$ cat src/common/dsilp_pkg.sv
/*
  Constants, field layouts and types for the interrupt and low-power block.
  Assumes one processor-cycle clock; the input clock runs at half its rate.
*/
package dsilp_pkg;
  // ==========================================================
  // register offsets (byte addresses)
  localparam logic [7:0] OFS_MASK = 8'h00;
  localparam logic [7:0] OFS_CTRL = 8'h04;
  localparam logic [7:0] OFS_FORCE = 8'h08;
  localparam logic [7:0] OFS_CMD = 8'h0C;
  localparam logic [7:0] OFS_STATUS = 8'h10;
  localparam logic [7:0] OFS_VECTOR = 8'h14;
  // ==========================================================
  // sources, index equals priority (0 highest after reset)
  localparam int NUM_SRC = 11;
  localparam logic [13:0] VEC_RESET = 14'h0000;
  localparam logic [13:0] VEC_PWRDN = 14'h002C;
  localparam logic [3:0] LVL_NONE = 4'hF;
  localparam logic [10:0] MASK_RESET = 11'h001;
  localparam logic [8:0] CTRL_RESET = 9'h000;
  localparam int FORCE_CLR_LSB = 16;
  localparam int STATUS_GEN_BIT = 16;
  localparam int STATUS_IDLE_BIT = 17;
  localparam int STATUS_PD_BIT = 18;
  localparam int STATUS_DEPTH_LSB = 20;
  localparam int STATUS_OVF_BIT = 24;
  // ==========================================================
  // timing
  localparam int CYCLE_NS = 5;
  localparam int INCLK_NS = 2 * CYCLE_NS;
  localparam int WAKE_RUN_INCLK = 100;
  localparam int WAKE_XTAL_INCLK = 4096;
  localparam int WAKE_RUN_CYC = (WAKE_RUN_INCLK * INCLK_NS) / CYCLE_NS;
  localparam int WAKE_XTAL_CYC = (WAKE_XTAL_INCLK * INCLK_NS) / CYCLE_NS;
  localparam int IDLE_DIV_MIN = 16;
  localparam int STACK_LEVELS = 12;
  // ==========================================================
  typedef struct packed {
    logic ctx_clear;    // bit 8, also power-up context reset
    logic osc_off;      // bit 7
    logic clk_out_dis;  // bit 6
    logic sport_b_pins; // bit 5
    logic alt_b_edge;   // bit 4
    logic alt_a_edge;   // bit 3
    logic prog_a_edge;  // bit 2
    logic nested;       // bit 1
    logic rsvd;         // bit 0
  } dsilp_ctrl_t;

  typedef struct packed {
    logic pwr_down;  // bit 7
    logic ret;       // bit 6
    logic [2:0] div; // bits 5:3, 0 plain, 1..4 = 16..128
    logic wait_int;  // bit 2
    logic dis;       // bit 1
    logic ena;       // bit 0
  } dsilp_cmd_t;

  typedef enum logic [1:0] {
    ST_RUN = 2'b00,
    ST_PD = 2'b01,
    ST_WAKE = 2'b11,
    ST_IDLE = 2'b10
  } dsilp_state_t;
endpackage

$ cat src/verilog/dsilp_top.sv
/*
  Interrupt controller with idle, slow idle and power-down sequencing.
  Assumes pins synchronous to MCLK, an APB master and a sequencer that
  consumes vectors and pulses SEQ_PUSH/SEQ_POP for loops and calls.
*/
`timescale 1ns/10ps
module dsilp_top
  import dsilp_pkg::*;
#(
  parameter int WAKE_XTAL_CYCLES = WAKE_XTAL_CYC,
  parameter int STACK_DEPTH = STACK_LEVELS
) (
  input wire logic MCLK,
  input wire logic ARST_N,
  input wire logic CE,
  input wire logic PSEL,
  input wire logic PENABLE,
  input wire logic PWRITE,
  input wire logic [7:0] PADDR,
  input wire logic [31:0] PWDATA,
  output logic [31:0] PRDATA,
  output logic PREADY,
  output logic PSLVERR,
  input wire logic EXT_INT_PROG_A_N,
  input wire logic EXT_LEVEL_INT_A_N,
  input wire logic EXT_LEVEL_INT_B_N,
  input wire logic EXT_EDGE_INT_N,
  input wire logic SPORT_ALT_INT_A_N,
  input wire logic SPORT_ALT_INT_B_N,
  input wire logic SPA_TX_REQ,
  input wire logic SPA_RX_REQ,
  input wire logic SPB_TX_REQ,
  input wire logic SPB_RX_REQ,
  input wire logic BYTE_DMA_REQ,
  input wire logic TIMER_REQ,
  input wire logic SEQ_PUSH,
  input wire logic SEQ_POP,
  input wire logic POWERDOWN_REQUEST_N,
  output logic POWERDOWN_ACK,
  output logic [13:0] INT_VECTOR,
  output logic INT_VECTOR_STB,
  output logic CONTEXT_CLEAR,
  output logic DIV_CLK_EN,
  output logic PROCESSOR_CLOCK_OUT_EN
);
  // ==========================================================
  // elaboration checks
  if (WAKE_XTAL_CYCLES < 1 || WAKE_XTAL_CYCLES > 16383) begin : g_chk_wake
    $error("WAKE_XTAL_CYCLES out of range");
  end
  if (STACK_DEPTH < 1 || STACK_DEPTH > 15) begin : g_chk_stack
    $error("STACK_DEPTH out of range");
  end

  function automatic logic [13:0] vec_of(input logic [3:0] idx);
    vec_of = (idx == 4'd0) ? VEC_PWRDN : {8'h00, idx, 2'b00};
  endfunction

  function automatic logic [2:0] reg_sel(input logic [7:0] a);
    case (a)
      OFS_MASK: reg_sel = 3'd1;
      OFS_CTRL: reg_sel = 3'd2;
      OFS_FORCE: reg_sel = 3'd3;
      OFS_CMD: reg_sel = 3'd4;
      OFS_STATUS: reg_sel = 3'd5;
      OFS_VECTOR: reg_sel = 3'd6;
      default: reg_sel = 3'd0;
    endcase
  endfunction

  // ==========================================================
  // state
  logic [10:0] mask_reg;
  dsilp_ctrl_t ctrl_reg;
  logic gen_reg;
  logic block_reg;
  logic [10:0] lat_reg;
  logic [10:0] lat_next;
  logic [3:0] cur_lvl_reg;
  logic [3:0] depth_reg;
  logic ovf_reg;
  logic [3:0] stk_mem [STACK_DEPTH];
  dsilp_state_t state_reg;
  dsilp_state_t state_next;
  logic [2:0] div_reg;
  logic [6:0] slow_cnt_reg;
  logic [13:0] wake_cnt_reg;
  logic rst_vec_reg;
  logic [13:0] vec_reg;
  logic stb_reg;
  logic ctx_clr_reg;
  logic pd_by_pin_reg;
  logic [9:0] pin_prev_reg;
  logic [31:0] rdata_reg;
  logic slverr_reg;

  // ==========================================================
  // bus decode
  logic wr_acc;
  logic [2:0] wsel;
  dsilp_cmd_t cmd;
  assign wr_acc = CE && PSEL && PENABLE && PWRITE;
  assign wsel = reg_sel(PADDR);
  assign cmd = dsilp_cmd_t'(PWDATA[7:0]);

  logic mask_wr;
  logic ctrl_wr;
  logic force_wr;
  logic cmd_wr;
  assign mask_wr = wr_acc && wsel == 3'd1;
  assign ctrl_wr = wr_acc && wsel == 3'd2;
  assign force_wr = wr_acc && wsel == 3'd3;
  assign cmd_wr = wr_acc && wsel == 3'd4;

  // ==========================================================
  // request sensing
  logic [9:0] pins_n;
  logic [9:0] fall;
  logic [10:0] set_v;
  logic [10:0] level_v;
  logic [10:0] raw;
  assign pins_n = {POWERDOWN_REQUEST_N, SPORT_ALT_INT_B_N,
                   SPORT_ALT_INT_A_N, EXT_EDGE_INT_N, EXT_LEVEL_INT_A_N,
                   EXT_LEVEL_INT_B_N, EXT_INT_PROG_A_N, 3'b111};
  assign fall = pin_prev_reg & ~pins_n;

  always_comb begin
    set_v = '0;
    level_v = '0;
    set_v[0] = fall[9];
    set_v[1] = fall[3] && ctrl_reg.prog_a_edge;
    level_v[1] = !pins_n[3] && !ctrl_reg.prog_a_edge;
    level_v[2] = !pins_n[4];
    level_v[3] = !pins_n[5];
    set_v[4] = SPA_TX_REQ;
    set_v[5] = SPA_RX_REQ;
    set_v[6] = fall[6];
    set_v[7] = BYTE_DMA_REQ;
    set_v[10] = TIMER_REQ;
    if (ctrl_reg.sport_b_pins) begin
      set_v[8] = fall[8] && ctrl_reg.alt_b_edge;
      set_v[9] = fall[7] && ctrl_reg.alt_a_edge;
      level_v[8] = !pins_n[8] && !ctrl_reg.alt_b_edge;
      level_v[9] = !pins_n[7] && !ctrl_reg.alt_a_edge;
    end else begin
      set_v[8] = SPB_TX_REQ;
      set_v[9] = SPB_RX_REQ;
    end
    if (force_wr) begin
      set_v = set_v | PWDATA[10:0];
    end
  end

  assign raw = lat_reg | level_v;

  // ==========================================================
  // selection
  logic [10:0] elig;
  logic any_elig;
  logic [3:0] sel_idx;
  logic slow;
  logic tick;
  logic run_ok;
  logic take;
  logic full;

  assign slow = div_reg != 3'd0;
  assign tick = slow_cnt_reg == 7'd0;
  assign full = depth_reg == 4'(STACK_DEPTH);

  always_comb begin
    elig = raw & (mask_reg | MASK_RESET);
    for (int i = 0; i < NUM_SRC; i++) begin
      if (ctrl_reg.nested ? (4'(i) >= cur_lvl_reg)
                          : (cur_lvl_reg != LVL_NONE)) begin
        elig[i] = 1'b0;
      end
    end
  end

  always_comb begin
    sel_idx = 4'd0;
    for (int i = NUM_SRC - 1; i >= 0; i--) begin
      if (elig[i]) begin
        sel_idx = 4'(i);
      end
    end
  end

  assign any_elig = |elig;
  // slow idle answers only on a divided tick
  assign run_ok = state_reg == ST_RUN ||
                  (state_reg == ST_IDLE && (!slow || tick));
  assign take = CE && any_elig && gen_reg && !block_reg && run_ok &&
                !full && !rst_vec_reg;

  // ==========================================================
  // power-down sequencing
  logic pd_enter;
  logic wake_done;
  assign pd_enter = (cmd_wr && cmd.pwr_down) ||
                    (!pins_n[9] && !gen_reg);
  assign wake_done = state_reg == ST_WAKE && wake_cnt_reg == 14'd0;

  always_comb begin
    state_next = state_reg;
    case (state_reg)
      ST_RUN: begin
        if (pd_enter) begin
          state_next = ST_PD;
        end else if (cmd_wr && cmd.wait_int) begin
          state_next = ST_IDLE;
        end
      end
      ST_IDLE: begin
        if (pd_enter) begin
          state_next = ST_PD;
        end else if (take) begin
          state_next = ST_RUN;
        end
      end
      ST_PD: begin
        if (fall[9] || (pd_by_pin_reg && pins_n[9])) begin
          state_next = ST_WAKE;
        end
      end
      ST_WAKE: begin
        if (wake_done) begin
          state_next = ST_RUN;
        end
      end
      default: state_next = ST_RUN;
    endcase
  end

  always_ff @(posedge MCLK or negedge ARST_N) begin
    if (!ARST_N) begin
      state_reg <= ST_RUN;
    end else if (CE) begin
      state_reg <= state_next;
    end
  end

  always_ff @(posedge MCLK or negedge ARST_N) begin
    if (!ARST_N) begin
      pd_by_pin_reg <= 1'b0;
    end else if (CE && state_reg != ST_PD && state_next == ST_PD) begin
      pd_by_pin_reg <= !(cmd_wr && cmd.pwr_down);
    end
  end

  always_ff @(posedge MCLK or negedge ARST_N) begin
    if (!ARST_N) begin
      wake_cnt_reg <= '0;
    end else if (CE) begin
      if (state_reg == ST_PD) begin
        wake_cnt_reg <= ctrl_reg.osc_off
          ? 14'(WAKE_XTAL_CYCLES - 1)
          : 14'(WAKE_RUN_CYC - 1);
      end else if (state_reg == ST_WAKE && wake_cnt_reg != 14'd0) begin
        wake_cnt_reg <= wake_cnt_reg - 14'd1;
      end
    end
  end

  logic ctx_wipe;
  assign ctx_wipe = CE && wake_done && ctrl_reg.ctx_clear;

  // ==========================================================
  // slow idle divider
  always_ff @(posedge MCLK or negedge ARST_N) begin
    if (!ARST_N) begin
      div_reg <= '0;
      slow_cnt_reg <= '0;
    end else if (CE) begin
      if (state_reg == ST_RUN && cmd_wr && cmd.wait_int) begin
        div_reg <= (cmd.div > 3'd4) ? 3'd4 : cmd.div;
        slow_cnt_reg <= '0;
      end else if (state_reg == ST_IDLE && slow) begin
        slow_cnt_reg <= tick ? 7'((IDLE_DIV_MIN << (div_reg - 3'd1)) - 1)
                             : slow_cnt_reg - 7'd1;
      end else if (state_reg != ST_IDLE) begin
        div_reg <= '0;
      end
    end
  end

  // divided enable also slows serial clock and timer
  assign DIV_CLK_EN = state_reg == ST_RUN ||
                      (state_reg == ST_IDLE && (!slow || tick));
  assign PROCESSOR_CLOCK_OUT_EN = DIV_CLK_EN && !ctrl_reg.clk_out_dis;
  assign POWERDOWN_ACK = state_reg == ST_PD;

  // ==========================================================
  // registers written by software
  always_ff @(posedge MCLK or negedge ARST_N) begin
    if (!ARST_N) begin
      mask_reg <= MASK_RESET;
      ctrl_reg <= dsilp_ctrl_t'(CTRL_RESET);
    end else begin
      if (mask_wr) begin
        mask_reg <= PWDATA[10:0];
      end
      if (ctrl_wr) begin
        ctrl_reg <= dsilp_ctrl_t'(PWDATA[8:0]);
      end
    end
  end

  always_ff @(posedge MCLK or negedge ARST_N) begin
    if (!ARST_N) begin
      block_reg <= 1'b0;
    end else if (CE) begin
      block_reg <= mask_wr;
    end
  end

  always_ff @(posedge MCLK or negedge ARST_N) begin
    if (!ARST_N) begin
      gen_reg <= 1'b1;
    end else if (cmd_wr) begin
      if (cmd.dis) begin
        gen_reg <= 1'b0;
      end else if (cmd.ena) begin
        gen_reg <= 1'b1;
      end
    end
  end

  // ==========================================================
  // edge latches: a new event beats a clear in the same cycle
  always_comb begin
    lat_next = lat_reg;
    if (take) begin
      lat_next[sel_idx] = 1'b0;
    end
    if (force_wr) begin
      lat_next = lat_next & ~PWDATA[FORCE_CLR_LSB +: NUM_SRC];
    end
    if (ctx_wipe) begin
      lat_next = '0;
    end
    lat_next = lat_next | set_v;
  end

  always_ff @(posedge MCLK or negedge ARST_N) begin
    if (!ARST_N) begin
      lat_reg <= '0;
      pin_prev_reg <= '1;
    end else if (CE) begin
      lat_reg <= lat_next;
      pin_prev_reg <= pins_n;
    end
  end

  // ==========================================================
  // status stack shared with loops and calls
  logic pop;
  assign pop = (cmd_wr && cmd.ret) || (CE && SEQ_POP);

  always_ff @(posedge MCLK or negedge ARST_N) begin
    if (!ARST_N) begin
      depth_reg <= '0;
      cur_lvl_reg <= LVL_NONE;
      ovf_reg <= 1'b0;
    end else if (ctx_wipe) begin
      depth_reg <= '0;
      cur_lvl_reg <= LVL_NONE;
    end else if (take) begin
      depth_reg <= depth_reg + 4'd1;
      cur_lvl_reg <= sel_idx;
    end else if (pop && depth_reg != 4'd0) begin
      depth_reg <= depth_reg - 4'd1;
      cur_lvl_reg <= stk_mem[depth_reg - 4'd1];
    end else if (CE && SEQ_PUSH) begin
      if (full) begin
        ovf_reg <= 1'b1;
      end else begin
        depth_reg <= depth_reg + 4'd1;
      end
    end
  end

  always_ff @(posedge MCLK) begin
    if (ARST_N && !ctx_wipe && !full &&
        (take || (!pop && CE && SEQ_PUSH))) begin
      stk_mem[depth_reg] <= cur_lvl_reg;
    end
  end

  // ==========================================================
  // vector output
  always_ff @(posedge MCLK or negedge ARST_N) begin
    if (!ARST_N) begin
      rst_vec_reg <= 1'b1;
      vec_reg <= VEC_RESET;
      stb_reg <= 1'b0;
      ctx_clr_reg <= 1'b0;
    end else if (CE) begin
      stb_reg <= take || (rst_vec_reg && state_reg == ST_RUN);
      ctx_clr_reg <= ctx_wipe;
      if (ctx_wipe) begin
        rst_vec_reg <= 1'b1;
      end else if (rst_vec_reg && state_reg == ST_RUN) begin
        rst_vec_reg <= 1'b0;
        vec_reg <= VEC_RESET;
      end else if (take) begin
        vec_reg <= vec_of(sel_idx);
      end
    end
  end

  assign INT_VECTOR = vec_reg;
  assign INT_VECTOR_STB = stb_reg;
  assign CONTEXT_CLEAR = ctx_clr_reg;

  // ==========================================================
  // APB read path, data fetched in the setup cycle
  logic [2:0] rsel;
  assign rsel = reg_sel(PADDR);

  always_ff @(posedge MCLK or negedge ARST_N) begin
    if (!ARST_N) begin
      rdata_reg <= '0;
      slverr_reg <= 1'b0;
    end else if (CE && PSEL && !PENABLE) begin
      rdata_reg <= '0;
      slverr_reg <= rsel == 3'd0;
      if (!PWRITE) begin
        case (rsel)
          3'd1: rdata_reg <= {21'h0_0000, mask_reg};
          3'd2: rdata_reg <= {23'h00_0000, ctrl_reg};
          3'd5: rdata_reg <= {7'h00, ovf_reg, depth_reg, 1'b0,
                              state_reg == ST_PD, state_reg == ST_IDLE,
                              gen_reg, 5'h00, raw};
          3'd6: rdata_reg <= {18'h0_0000, vec_reg};
          default: rdata_reg <= '0;
        endcase
      end
    end
  end

  assign PRDATA = rdata_reg;
  assign PREADY = CE;
  assign PSLVERR = slverr_reg && PSEL && PENABLE;

  // ==========================================================
  // assertions
  priority_vector_a: assert property (
    @(posedge MCLK) disable iff (!ARST_N)
    take |=> INT_VECTOR_STB && INT_VECTOR == vec_of($past(sel_idx)) &&
             INT_VECTOR[1:0] == 2'b00 && INT_VECTOR <= 14'h002C)
    else $error("wrong vector for taken request");
  reset_vector_a: assert property (
    @(posedge MCLK) disable iff (!ARST_N)
    CE && rst_vec_reg && state_reg == ST_RUN |=>
      INT_VECTOR_STB && INT_VECTOR == 14'h0000 && !rst_vec_reg)
    else $error("reset vector not issued");
  pwrdn_nomask_a: assert property (
    @(posedge MCLK) disable iff (!ARST_N)
    take && sel_idx == 4'd0 |=> INT_VECTOR == 14'h002C)
    else $error("power-down vector wrong");
  mask_gate_a: assert property (
    @(posedge MCLK) disable iff (!ARST_N)
    take && sel_idx != 4'd0 |-> mask_reg[sel_idx] && raw[sel_idx])
    else $error("masked request taken");
  mask_block_a: assert property (
    @(posedge MCLK) disable iff (!ARST_N)
    CE && mask_wr ##1 CE |-> !take)
    else $error("service during mask write shadow");
  seq_mode_a: assert property (
    @(posedge MCLK) disable iff (!ARST_N)
    take && !ctrl_reg.nested |-> cur_lvl_reg == 4'hF)
    else $error("sequential mode preempted");
  global_dis_a: assert property (
    @(posedge MCLK) disable iff (!ARST_N)
    cmd_wr && cmd.dis |=> !gen_reg ##0 !take)
    else $error("service while globally disabled");
  edge_hold_a: assert property (
    @(posedge MCLK) disable iff (!ARST_N)
    CE && lat_reg[6] && !(take && sel_idx == 4'd6) && !force_wr &&
    !ctx_wipe |=> lat_reg[6])
    else $error("edge request lost");
  pd_force_a: assert property (
    @(posedge MCLK) disable iff (!ARST_N)
    cmd_wr && cmd.pwr_down && state_reg == ST_RUN |=> POWERDOWN_ACK)
    else $error("force bit did not enter power-down");
  wake_hold_a: assert property (
    @(posedge MCLK) disable iff (!ARST_N)
    CE && state_reg == ST_WAKE && wake_cnt_reg != 14'd0 |=>
      state_reg == ST_WAKE && !INT_VECTOR_STB)
    else $error("wake ended early");
  clk_out_dis_a: assert property (
    @(posedge MCLK) disable iff (!ARST_N)
    ctrl_reg.clk_out_dis |-> !PROCESSOR_CLOCK_OUT_EN)
    else $error("clock output not disabled");
endmodule // dsilp_top

$ cat config.mk
export PLATFORM = sky130hd
export DESIGN_NAME = dsilp_top
export DESIGN_NICKNAME = d
export VERILOG_FILES = /design/src/common/dsilp_pkg.sv /design/src/verilog/dsilp_top.sv
export SDC_FILE = /design/constraint.sdc
export NUM_CORES = 1
export LEC_CHECK = 0
export BUFFER_PORTS_ARGS = -buffer_cell sky130_fd_sc_hd__buf_2
export CAP_MARGIN = 20
export CORE_UTILIZATION = 54
export DETAILED_ROUTE_END_ITERATION = 16
export PLACE_DENSITY = 0.76
export SLEW_MARGIN = 20
export SYNTH_ARGS = -nofsm -noshare
export SYNTH_HDL_FRONTEND = slang
export SYNTH_SLANG_ARGS = --single-unit
$ cat constraint.sdc
create_clock -name MCLK -period 3.65 [get_ports MCLK]
set_input_delay 0.365 -clock MCLK [delete_from_list [all_inputs] [get_ports MCLK]]
set_output_delay 0.365 -clock MCLK [all_outputs]
set_load 0.03 [all_outputs]
==> results of run 1 <==
## layout by cell type (no fill, tap or decap), drive strengths merged, types with 6 or more instances in the layout
cell	n
nor2	32
a21o	13
dfstp	12
nor3	19
nand3	17
a21oi	63
nor3b	8
nor4	6
o21ai	52
nand3b	7
dfrtp	89
or3	7
nand2	65
ha	11
a211oi	7
clkbuf	26
and3	7
nand4	6
inv	21
a22oi	8
mux2	31
edfxtp	48
buf	102
a31oi	6
a22o	21
conb	23
and2	17
nand2b	6
nor2b	8
mux4	12
## how the worst min path moves through the flow
stage                     slack, ns      start  depth (start not counted)             to
after floorplan                0.07     ARST_N                          0  CONTEXT_CLEAR
after global routing           0.15  PWDATA[1]                          2        gen_reg
after CTS                      0.16  PWDATA[1]                          2        gen_reg
after global placement         0.33     ARST_N                          1      PRDATA[3]
final                          0.17  PWDATA[1]                          2        gen_reg
after detailed placement       0.33     ARST_N                          1      PRDATA[3]
## cells by family (layout without fill, tap and decap cells)
| kind of cell | count (synthesis) | in the layout | synth area share |
|---|---|---|---|
| AO/OA/AOI/OAI | 220 | 220 | 0.187 |
| AND/OR/NAND/NOR | 216 | 216 | 0.142 |
| flip-flops | 149 | 149 | 0.507 |
| buffers and inverters | 82 | 155 | 0.0538 |
| multiplexers | 48 | 48 | 0.0852 |
| adder cells (fa/ha/maj) | 11 | 11 | 0.0175 |
| XOR/XNOR | 6 | 6 | 0.00668 |
| other | 1 | 23 | 0.000477 |
## final cells by class
| type | count | area [sq um] |
|---|---|---|
| Fill cell | 1098 | 5090 |
| Sequential cell | 149 | 3980 |
| Multi-Input combinational cell | 524 | 3540 |
| Timing Repair Buffer | 103 | 578 |
| Clock buffer | 26 | 520 |
| Tap cell | 180 | 225 |
| Inverter | 22 | 82.6 |
| Clock inverter | 4 | 20.0 |
## power groups by stage
stage                     clock, mW  combinational, mW  sequential [mW]
after floorplan                   0              0.948             2.13
after global placement            0               1.21             2.18
after detailed placement          0               1.27             2.20
after CTS                      1.62               1.28             2.17
after global routing           1.69               1.40             2.21
final                          1.62               1.27             2.18
## timing repair
item,in CTS,in global routing
gates resized for setup,0,0
endpoints found under the hold margin,29,0
hold buffers,1,0
## cells in the mapped netlist, types with 7 or more instances
| master | count | area share |
|---|---|---|
| sky130_fd_sc_hd__nor3_1 | 19 | 0.012 |
| sky130_fd_sc_hd__a22oi_1 | 7 | 0.0067 |
| sky130_fd_sc_hd__dfrtp_1 | 89 | 0.28 |
| sky130_fd_sc_hd__nor3b_1 | 7 | 0.0067 |
| sky130_fd_sc_hd__mux2_2 | 31 | 0.044 |
| sky130_fd_sc_hd__buf_2 | 8 | 0.0051 |
| sky130_fd_sc_hd__a22o_1 | 21 | 0.023 |
| sky130_fd_sc_hd__dfstp_2 | 12 | 0.040 |
| sky130_fd_sc_hd__a21o_1 | 13 | 0.012 |
| sky130_fd_sc_hd__and3_1 | 7 | 0.0056 |
| sky130_fd_sc_hd__and2_1 | 15 | 0.012 |
| sky130_fd_sc_hd__ha_1 | 11 | 0.018 |
| sky130_fd_sc_hd__nand3_1 | 17 | 0.011 |
| sky130_fd_sc_hd__nor2b_1 | 8 | 0.0064 |
| sky130_fd_sc_hd__nand3b_1 | 7 | 0.0067 |
| sky130_fd_sc_hd__or3_1 | 7 | 0.0056 |
| sky130_fd_sc_hd__nor2_1 | 32 | 0.015 |
| sky130_fd_sc_hd__nand2_1 | 65 | 0.031 |
| sky130_fd_sc_hd__clkbuf_1 | 22 | 0.011 |
| sky130_fd_sc_hd__inv_1 | 21 | 0.010 |
| sky130_fd_sc_hd__edfxtp_1 | 48 | 0.18 |
| sky130_fd_sc_hd__buf_4 | 26 | 0.025 |
| sky130_fd_sc_hd__o21ai_0 | 51 | 0.032 |
| sky130_fd_sc_hd__mux4_2 | 12 | 0.034 |
| sky130_fd_sc_hd__a21oi_1 | 63 | 0.040 |
## layer usage
layer	global-route usage	up-vias	wire, um
met5	0	-	0
met4	0.115	0	561
met3	0.0572	43	1300
met2	0.475	292	9790
met1	0.378	3117	8820
li1	-	2866	-
## per-stage QoR
stage,hold slack [ns],setup slack [ns],total power [mW],util
detailed placement,0.334,0.349,3.47,0.598
global route,0.150,0.131,5.30,0.637
floorplan,0.0694,0.368,3.07,-
finish,0.172,0.374,5.07,0.637
global placement,0.329,0.447,3.39,0.598
CTS,0.157,0.420,5.08,0.637
## worst max-delay path, cell delays in order (launching register included)
cell                       delay (ns)
sky130_fd_sc_hd__dfrtp_1         0.53
sky130_fd_sc_hd__nor3b_1         0.30
sky130_fd_sc_hd__o21ai_0         0.26
sky130_fd_sc_hd__a221oi_1        0.49
sky130_fd_sc_hd__nor2b_1         0.17
sky130_fd_sc_hd__a31oi_1         0.26
sky130_fd_sc_hd__o211ai_1        0.20
sky130_fd_sc_hd__nor3b_1         0.43
sky130_fd_sc_hd__and2_1          0.32
==> reports/qor.txt, run 1 <==
YOSYS
----------------------------------------------------------------------------------------
Register area share after synthesis                                                0.507
Count of state elements after synthesis                                              149
Synthesized area per cell                                                     10.7 sq um
Syn Std Cell Area                                                             7860 sq um
Cell variety after synth                                                              72
Async set-or-reset flop fraction in the synthesized netlist                        0.678
Number of warning messages in the yosys log                                            0
Number of flops mapped to enable cells by yosys                                       48
Number of instances in the synthesized netlist                                       733
Dominant synthesized flop cell                                              sky130_fd_sc_hd__dfrtp_1

CLOCKING
----------------------------------------------------------------------------------------
CTS max path bufs                                                                      2
Post-CTS setup repair buffer count                                                     0
Total CTS buffers                                                                     17
Clk sink count                                                                       149
Clock-pin transition on the worst setup and hold timing paths                    0.06 ns
Clock insertion delay at the later pin of the skew report                        0.43 ns
Library cell used as clock root buffer                                      sky130_fd_sc_hd__clkbuf_16
Depth of the CTS H-tree                                                                4
Clock tree from TritonCTS                                                          built

GLOBAL ROUTE
----------------------------------------------------------------------------------------
Vias in the first global route                                                      6167
GR Overflow Total                                                                      0
Largest net degree at the start of global routing                                     70
Tot GR Track Use                                                                   0.290
First-pass GRT wire length                                                      32300 um
Number of antenna violations at the first check in global routing                      0

TIMING
----------------------------------------------------------------------------------------
Final hold viol count                                                                  0
Highest attainable clock frequency                                               305 MHz
Worst Skew                                                                    0.00635 ns
Final slew viol count                                                                  0
Clock period minus worst slack                                                   3.28 ns
Rel. slew slack                                                                    0.419
Final Setup Violations                                                                 0
Final clock period utilization by the worst path                                   0.898
Setup tns final                                                                     0 ns
Slew at the pin closest to its max-slew limit                                   0.872 ns
RSZ-0062 raised after global routing                                               false

MIN PATH
----------------------------------------------------------------------------------------
Classification of the worst-slack hold path                                 input port to register

FINISH
----------------------------------------------------------------------------------------
Total inserted antenna cells                                                           0
Fraction of layout cells with a size suffix above 1                                0.233
Number of flip-flops in the largest register                                          48
Area grow syn2layout                                                               13.8%
Final Net Count                                                                      889
Finished Cell Area                                                            8950 sq um
Final non-filler cell total                                                         1008

ROUTE
----------------------------------------------------------------------------------------
DR vias/cell                                                                        6.27
DRC violation count after routing                                                      0
Total Wirelength                                                                20500 um
Routed Antenna Nets                                                                    0
Number of search-and-repair iterations in the first detailed-routing pass              5
Average routed wire per standard cell                                            20.3 um
Total via count after detailed routing                                              6318
1st-iter DRT viols                                                                   673

POWER
----------------------------------------------------------------------------------------
Fraction of power spent switching nets                                             0.318
Switch Pwr                                                                       1.61 mW
Worst vdd ir                                                                    0.334 mV
Leakage power summed over all cells                                              3.81 nW
Combinational share of power                                                       0.251
Portion of total power attributed to sequential cells                              0.431
Internal power contribution                                                      3.46 mW
PwrDens                                                                      567 nW/um^2
Clock network fraction of total power                                              0.319

CRITICAL PATH
----------------------------------------------------------------------------------------
Terminus of the critical flop-to-flop path                                  stk_mem[11][1]
Critical path capture point type                                                register
Register-to-register setup slack                                                 0.37 ns
Origin of the critical flop-to-flop path                                     ctrl_reg[5]
Path type of the worst setup path                                           register to register
Critical path required time                                                      3.77 ns
Element type at the critical path start                                         register
Worst setup path startpoint                                                  ctrl_reg[5]
Worst r2r path cells                                                                   8
WP data arrival                                                                  3.39 ns
Critical Path Sink                                                          stk_mem[11][1]
Biggest fanout along the worst timing path                                             8

DIE
----------------------------------------------------------------------------------------
Core Area                                                                    14000 sq um
Floorplan die height                                                              123 um
Die outline area                                                             15000 sq um
Starting density of the core                                                       0.560
Top-level port count                                                                 114
Width of the die                                                                  123 um
Cell Rows                                                                             43

PLACED DESIGN
----------------------------------------------------------------------------------------
Post-detail-place hpwl                                                          14800 um
Cell Area, Placed                                                             8400 sq um
Placed cell count                                                                    977
Global placement routability congestion                                            0.921
Number of I/O port buffers                                                            80

JOB
----------------------------------------------------------------------------------------
Reported max-cap violation count                                                       0

OUTCOME
----------------------------------------------------------------------------------------
Outcome                                                                     finished clean

No activity file was read; power rests on OpenSTA's default activity.
==> run 2: changes to the inputs <==
- CORE_ASPECT_RATIO: unset -> 1.25
==> reports/qor.txt, run 2 (synthesis results as in run 1) <==
DIE
----------------------------------------------------------------------------------------
Core Area                                                                    14000 sq um   -0.35%
Cell Rows                                                                             48   +12%
Top-level port count                                                                 114   unchanged
Die outline area                                                             15000 sq um   about the same
Starting density of the core                                                       0.562   +0.00195
Width of the die                                                                  110 um   -10%
Floorplan die height                                                              137 um   +12%

PLACED DESIGN
----------------------------------------------------------------------------------------
Global placement routability congestion                                            0.973   +5.6%
Pre-CTS setup slack                                                             0.365 ns   +0.0158 ns
Cell Area, Placed                                                             8370 sq um   -0.34%
Post-detail-place hpwl                                                          14500 um   -1.4%
Placed cell count                                                                    969   -0.82%
Number of I/O port buffers                                                            80   unchanged

FINISH
----------------------------------------------------------------------------------------
Finished Cell Area                                                            8980 sq um   +0.34%
Number of flip-flops in the largest register                                          48   unchanged
Area grow syn2layout                                                               14.2%
Layout fillers                                                                      1141   +3.9%
Final non-filler cell total                                                         1002   -0.60%
Final Net Count                                                                      886   -0.34%
Post-Route Utilization                                                             0.642   +0.00437
Most common cell after layout, fill and taps aside                          sky130_fd_sc_hd__dfrtp_1
Highest-count cells in the layout ignoring fill and taps                    sky130_fd_sc_hd__dfrtp_1 (89), sky130_fd_sc_hd__buf_2 (79), sky130_fd_sc_hd__nand2_1 (65), sky130_fd_sc_hd__a21oi_1 (63), sky130_fd_sc_hd__o21ai_0 (51)
Fraction of layout cells with a size suffix above 1                                0.227   -0.00576
Total inserted antenna cells                                                           0   unchanged

MIN PATH
----------------------------------------------------------------------------------------
Classification of the worst-slack hold path                                 input port to register

TIMING
----------------------------------------------------------------------------------------
Final clock period utilization by the worst path                                   0.909   +0.0111
Final worst-path setup slack                                                    0.333 ns   -0.0406 ns
Final hold viol count                                                                  0   unchanged
Highest attainable clock frequency                                               301 MHz   -1.2%
Slew at the pin closest to its max-slew limit                                   0.842 ns   -0.0293 ns
Clock period minus worst slack                                                   3.32 ns   +0.0406 ns
RSZ-0062 raised after global routing                                               false
Final slew viol count                                                                  0   unchanged
Hold slack                                                                      0.165 ns   -0.00720 ns
Setup tns final                                                                     0 ns   unchanged
Rel. slew slack                                                                    0.434   +0.0152
Final Setup Violations                                                                 0   unchanged
Worst Skew                                                                    0.00872 ns   +0.00236 ns

CLOCKING
----------------------------------------------------------------------------------------
Depth of the CTS H-tree                                                                4   unchanged
Post-CTS setup repair buffer count                                                     0   unchanged
Clock-pin transition on the worst setup and hold timing paths                    0.06 ns   about the same
Clock insertion delay at the later pin of the skew report                        0.43 ns   about the same
Clk sink count                                                                       149   unchanged
Clock tree from TritonCTS                                                          built
Total CTS buffers                                                                     17   unchanged
Post-CTS sizing                                                                        0   unchanged
CTS max path bufs                                                                      2   unchanged
Library cell used as clock root buffer                                      sky130_fd_sc_hd__clkbuf_16

POWER
----------------------------------------------------------------------------------------
Worst vdd ir                                                                    0.530 mV   +59%
Power after layout                                                               5.20 mW   +2.6%
Leakage power summed over all cells                                              3.81 nW   about the same
PwrDens                                                                      579 nW/um^2   +2.2%

ROUTE
----------------------------------------------------------------------------------------
Uppermost layer routed                                                              met4
DR vias/cell                                                                        6.34   +1.1%
Routed Antenna Nets                                                                    0   unchanged
Post-Route M1 WL                                                                 7980 um   -9.5%
Average routed wire per standard cell                                            20.2 um   -0.66%
Met2 wire len                                                                   10300 um   +5.3%
1st-iter DRT viols                                                                   567   -16%
Total via count after detailed routing                                              6352   +0.54%
Number of search-and-repair iterations in the first detailed-routing pass              5   unchanged
Total Wirelength                                                                20200 um   -1.3%
DRC violation count after routing                                                      0   unchanged
Detail Route met3 WL                                                             1100 um   -16%

GLOBAL ROUTE
----------------------------------------------------------------------------------------
Tot GR Track Use                                                                   0.287   -0.00274
Largest net degree at the start of global routing                                     81   +16%
First-pass GRT wire length                                                      32000 um   -0.77%
Number of antenna violations at the first check in global routing                      0   unchanged
GR Overflow Total                                                                      0   unchanged
Vias in the first global route                                                      6130   -0.60%

CRITICAL PATH
----------------------------------------------------------------------------------------
WP data arrival                                                                  3.43 ns   +0.04 ns
Path type of the worst setup path                                           register to register
Critical path required time                                                      3.76 ns   about the same
Critical path capture point type                                                register
Number of buffer and inverter stages on the critical path                              1   +1
Biggest cell delay along the critical path                                       0.52 ns   about the same
Kind of cell with the highest combined delay on the critical path           simple AND/OR/NAND/NOR gates
Biggest fanout along the worst timing path                                             5   -3
Slowest stage cell on the critical path                                     sky130_fd_sc_hd__nor3b_1
Cell repeated most along the worst path                                     sky130_fd_sc_hd__nor3b_1
Element type at the critical path start                                         register
Crit-path cells                                                             inv_1, ha_1, nor3b_1, a21oi_1, or3_1, a31oi_1, o211ai_1, nor3b_1, and2_1

JOB
----------------------------------------------------------------------------------------
Reported max-cap violation count                                                       0   unchanged

OUTCOME
----------------------------------------------------------------------------------------
Outcome                                                                     finished clean

[run 2: cell count changes in the layout (fill, tap and decap cells not counted)]
cell	before	now
sky130_fd_sc_hd__buf_4	23	19
sky130_fd_sc_hd__buf_6	0	1
sky130_fd_sc_hd__bufinv_16	0	4
sky130_fd_sc_hd__clkbuf_1	4	2
sky130_fd_sc_hd__clkbuf_16	18	17
sky130_fd_sc_hd__clkbuf_8	4	0
sky130_fd_sc_hd__clkinv_1	1	7
sky130_fd_sc_hd__clkinv_2	4	1
sky130_fd_sc_hd__clkinvlp_4	0	2
[run 2: metal layers]
layer	GRT usage	up-vias
met5	0	-
met4	0.139	0
met3	0.0567	61
met2	0.482	287
met1	0.351	3127
li1	-	2877
[run 2: what timing repair did]
action | 4_1_cts | 5_1_grt
endpoints found under the hold margin | 17 | 0
endpoints found under the setup margin | 0 | 0
hold buffers | 1 | 0
[run 2: worst reg2reg max path: stages, from the launching register on]
cell,delay [ns]
sky130_fd_sc_hd__dfrtp_1,0.42
sky130_fd_sc_hd__inv_1,0.08
sky130_fd_sc_hd__ha_1,0.18
sky130_fd_sc_hd__nor3b_1,0.52
sky130_fd_sc_hd__a21oi_1,0.25
sky130_fd_sc_hd__or3_1,0.48
sky130_fd_sc_hd__a31oi_1,0.21
sky130_fd_sc_hd__o211ai_1,0.19
sky130_fd_sc_hd__nor3b_1,0.37
sky130_fd_sc_hd__and2_1,0.31
[run 2: power breakdown]
group	total [mW]	switching, mW	leakage, nW	internal [mW]
combinational	1.21	0.694	1.85	0.518
clock	1.78	0.658	0.282	1.13
sequential	2.20	0.244	1.68	1.96
total	5.20	1.60	3.81	3.60
[run 2: path summary, 6_finish.rpt]
path	start	to	slack [ns]	cells after the start
hold reg to reg	PRDATA[9]	PRDATA[9]	0.46	2
hold / removal	PWDATA[1]	gen_reg	0.16	2
setup / recovery	slow_cnt_reg[0]	stk_mem[10][0]	0.33	9
min in group asynchronous	ARST_N	wake_cnt_reg[12]	0.38	2
setup reg to reg	slow_cnt_reg[0]	stk_mem[10][0]	0.33	9
max in group asynchronous	ARST_N	mask_reg[10]	2.24	3
[run 2: final cells by class]
cell class / count / area [sq um] / area share
Timing Repair Buffer: 100 / 559 / 0.0623
Inverter: 22 / 82.6 / 0.00920
Clock inverter: 13 / 163 / 0.0181
Tap cell: 175 / 219 / 0.0244
Multi-Input combinational cell: 524 / 3540 / 0.394
Sequential cell: 149 / 3980 / 0.444
Clock buffer: 19 / 433 / 0.0482
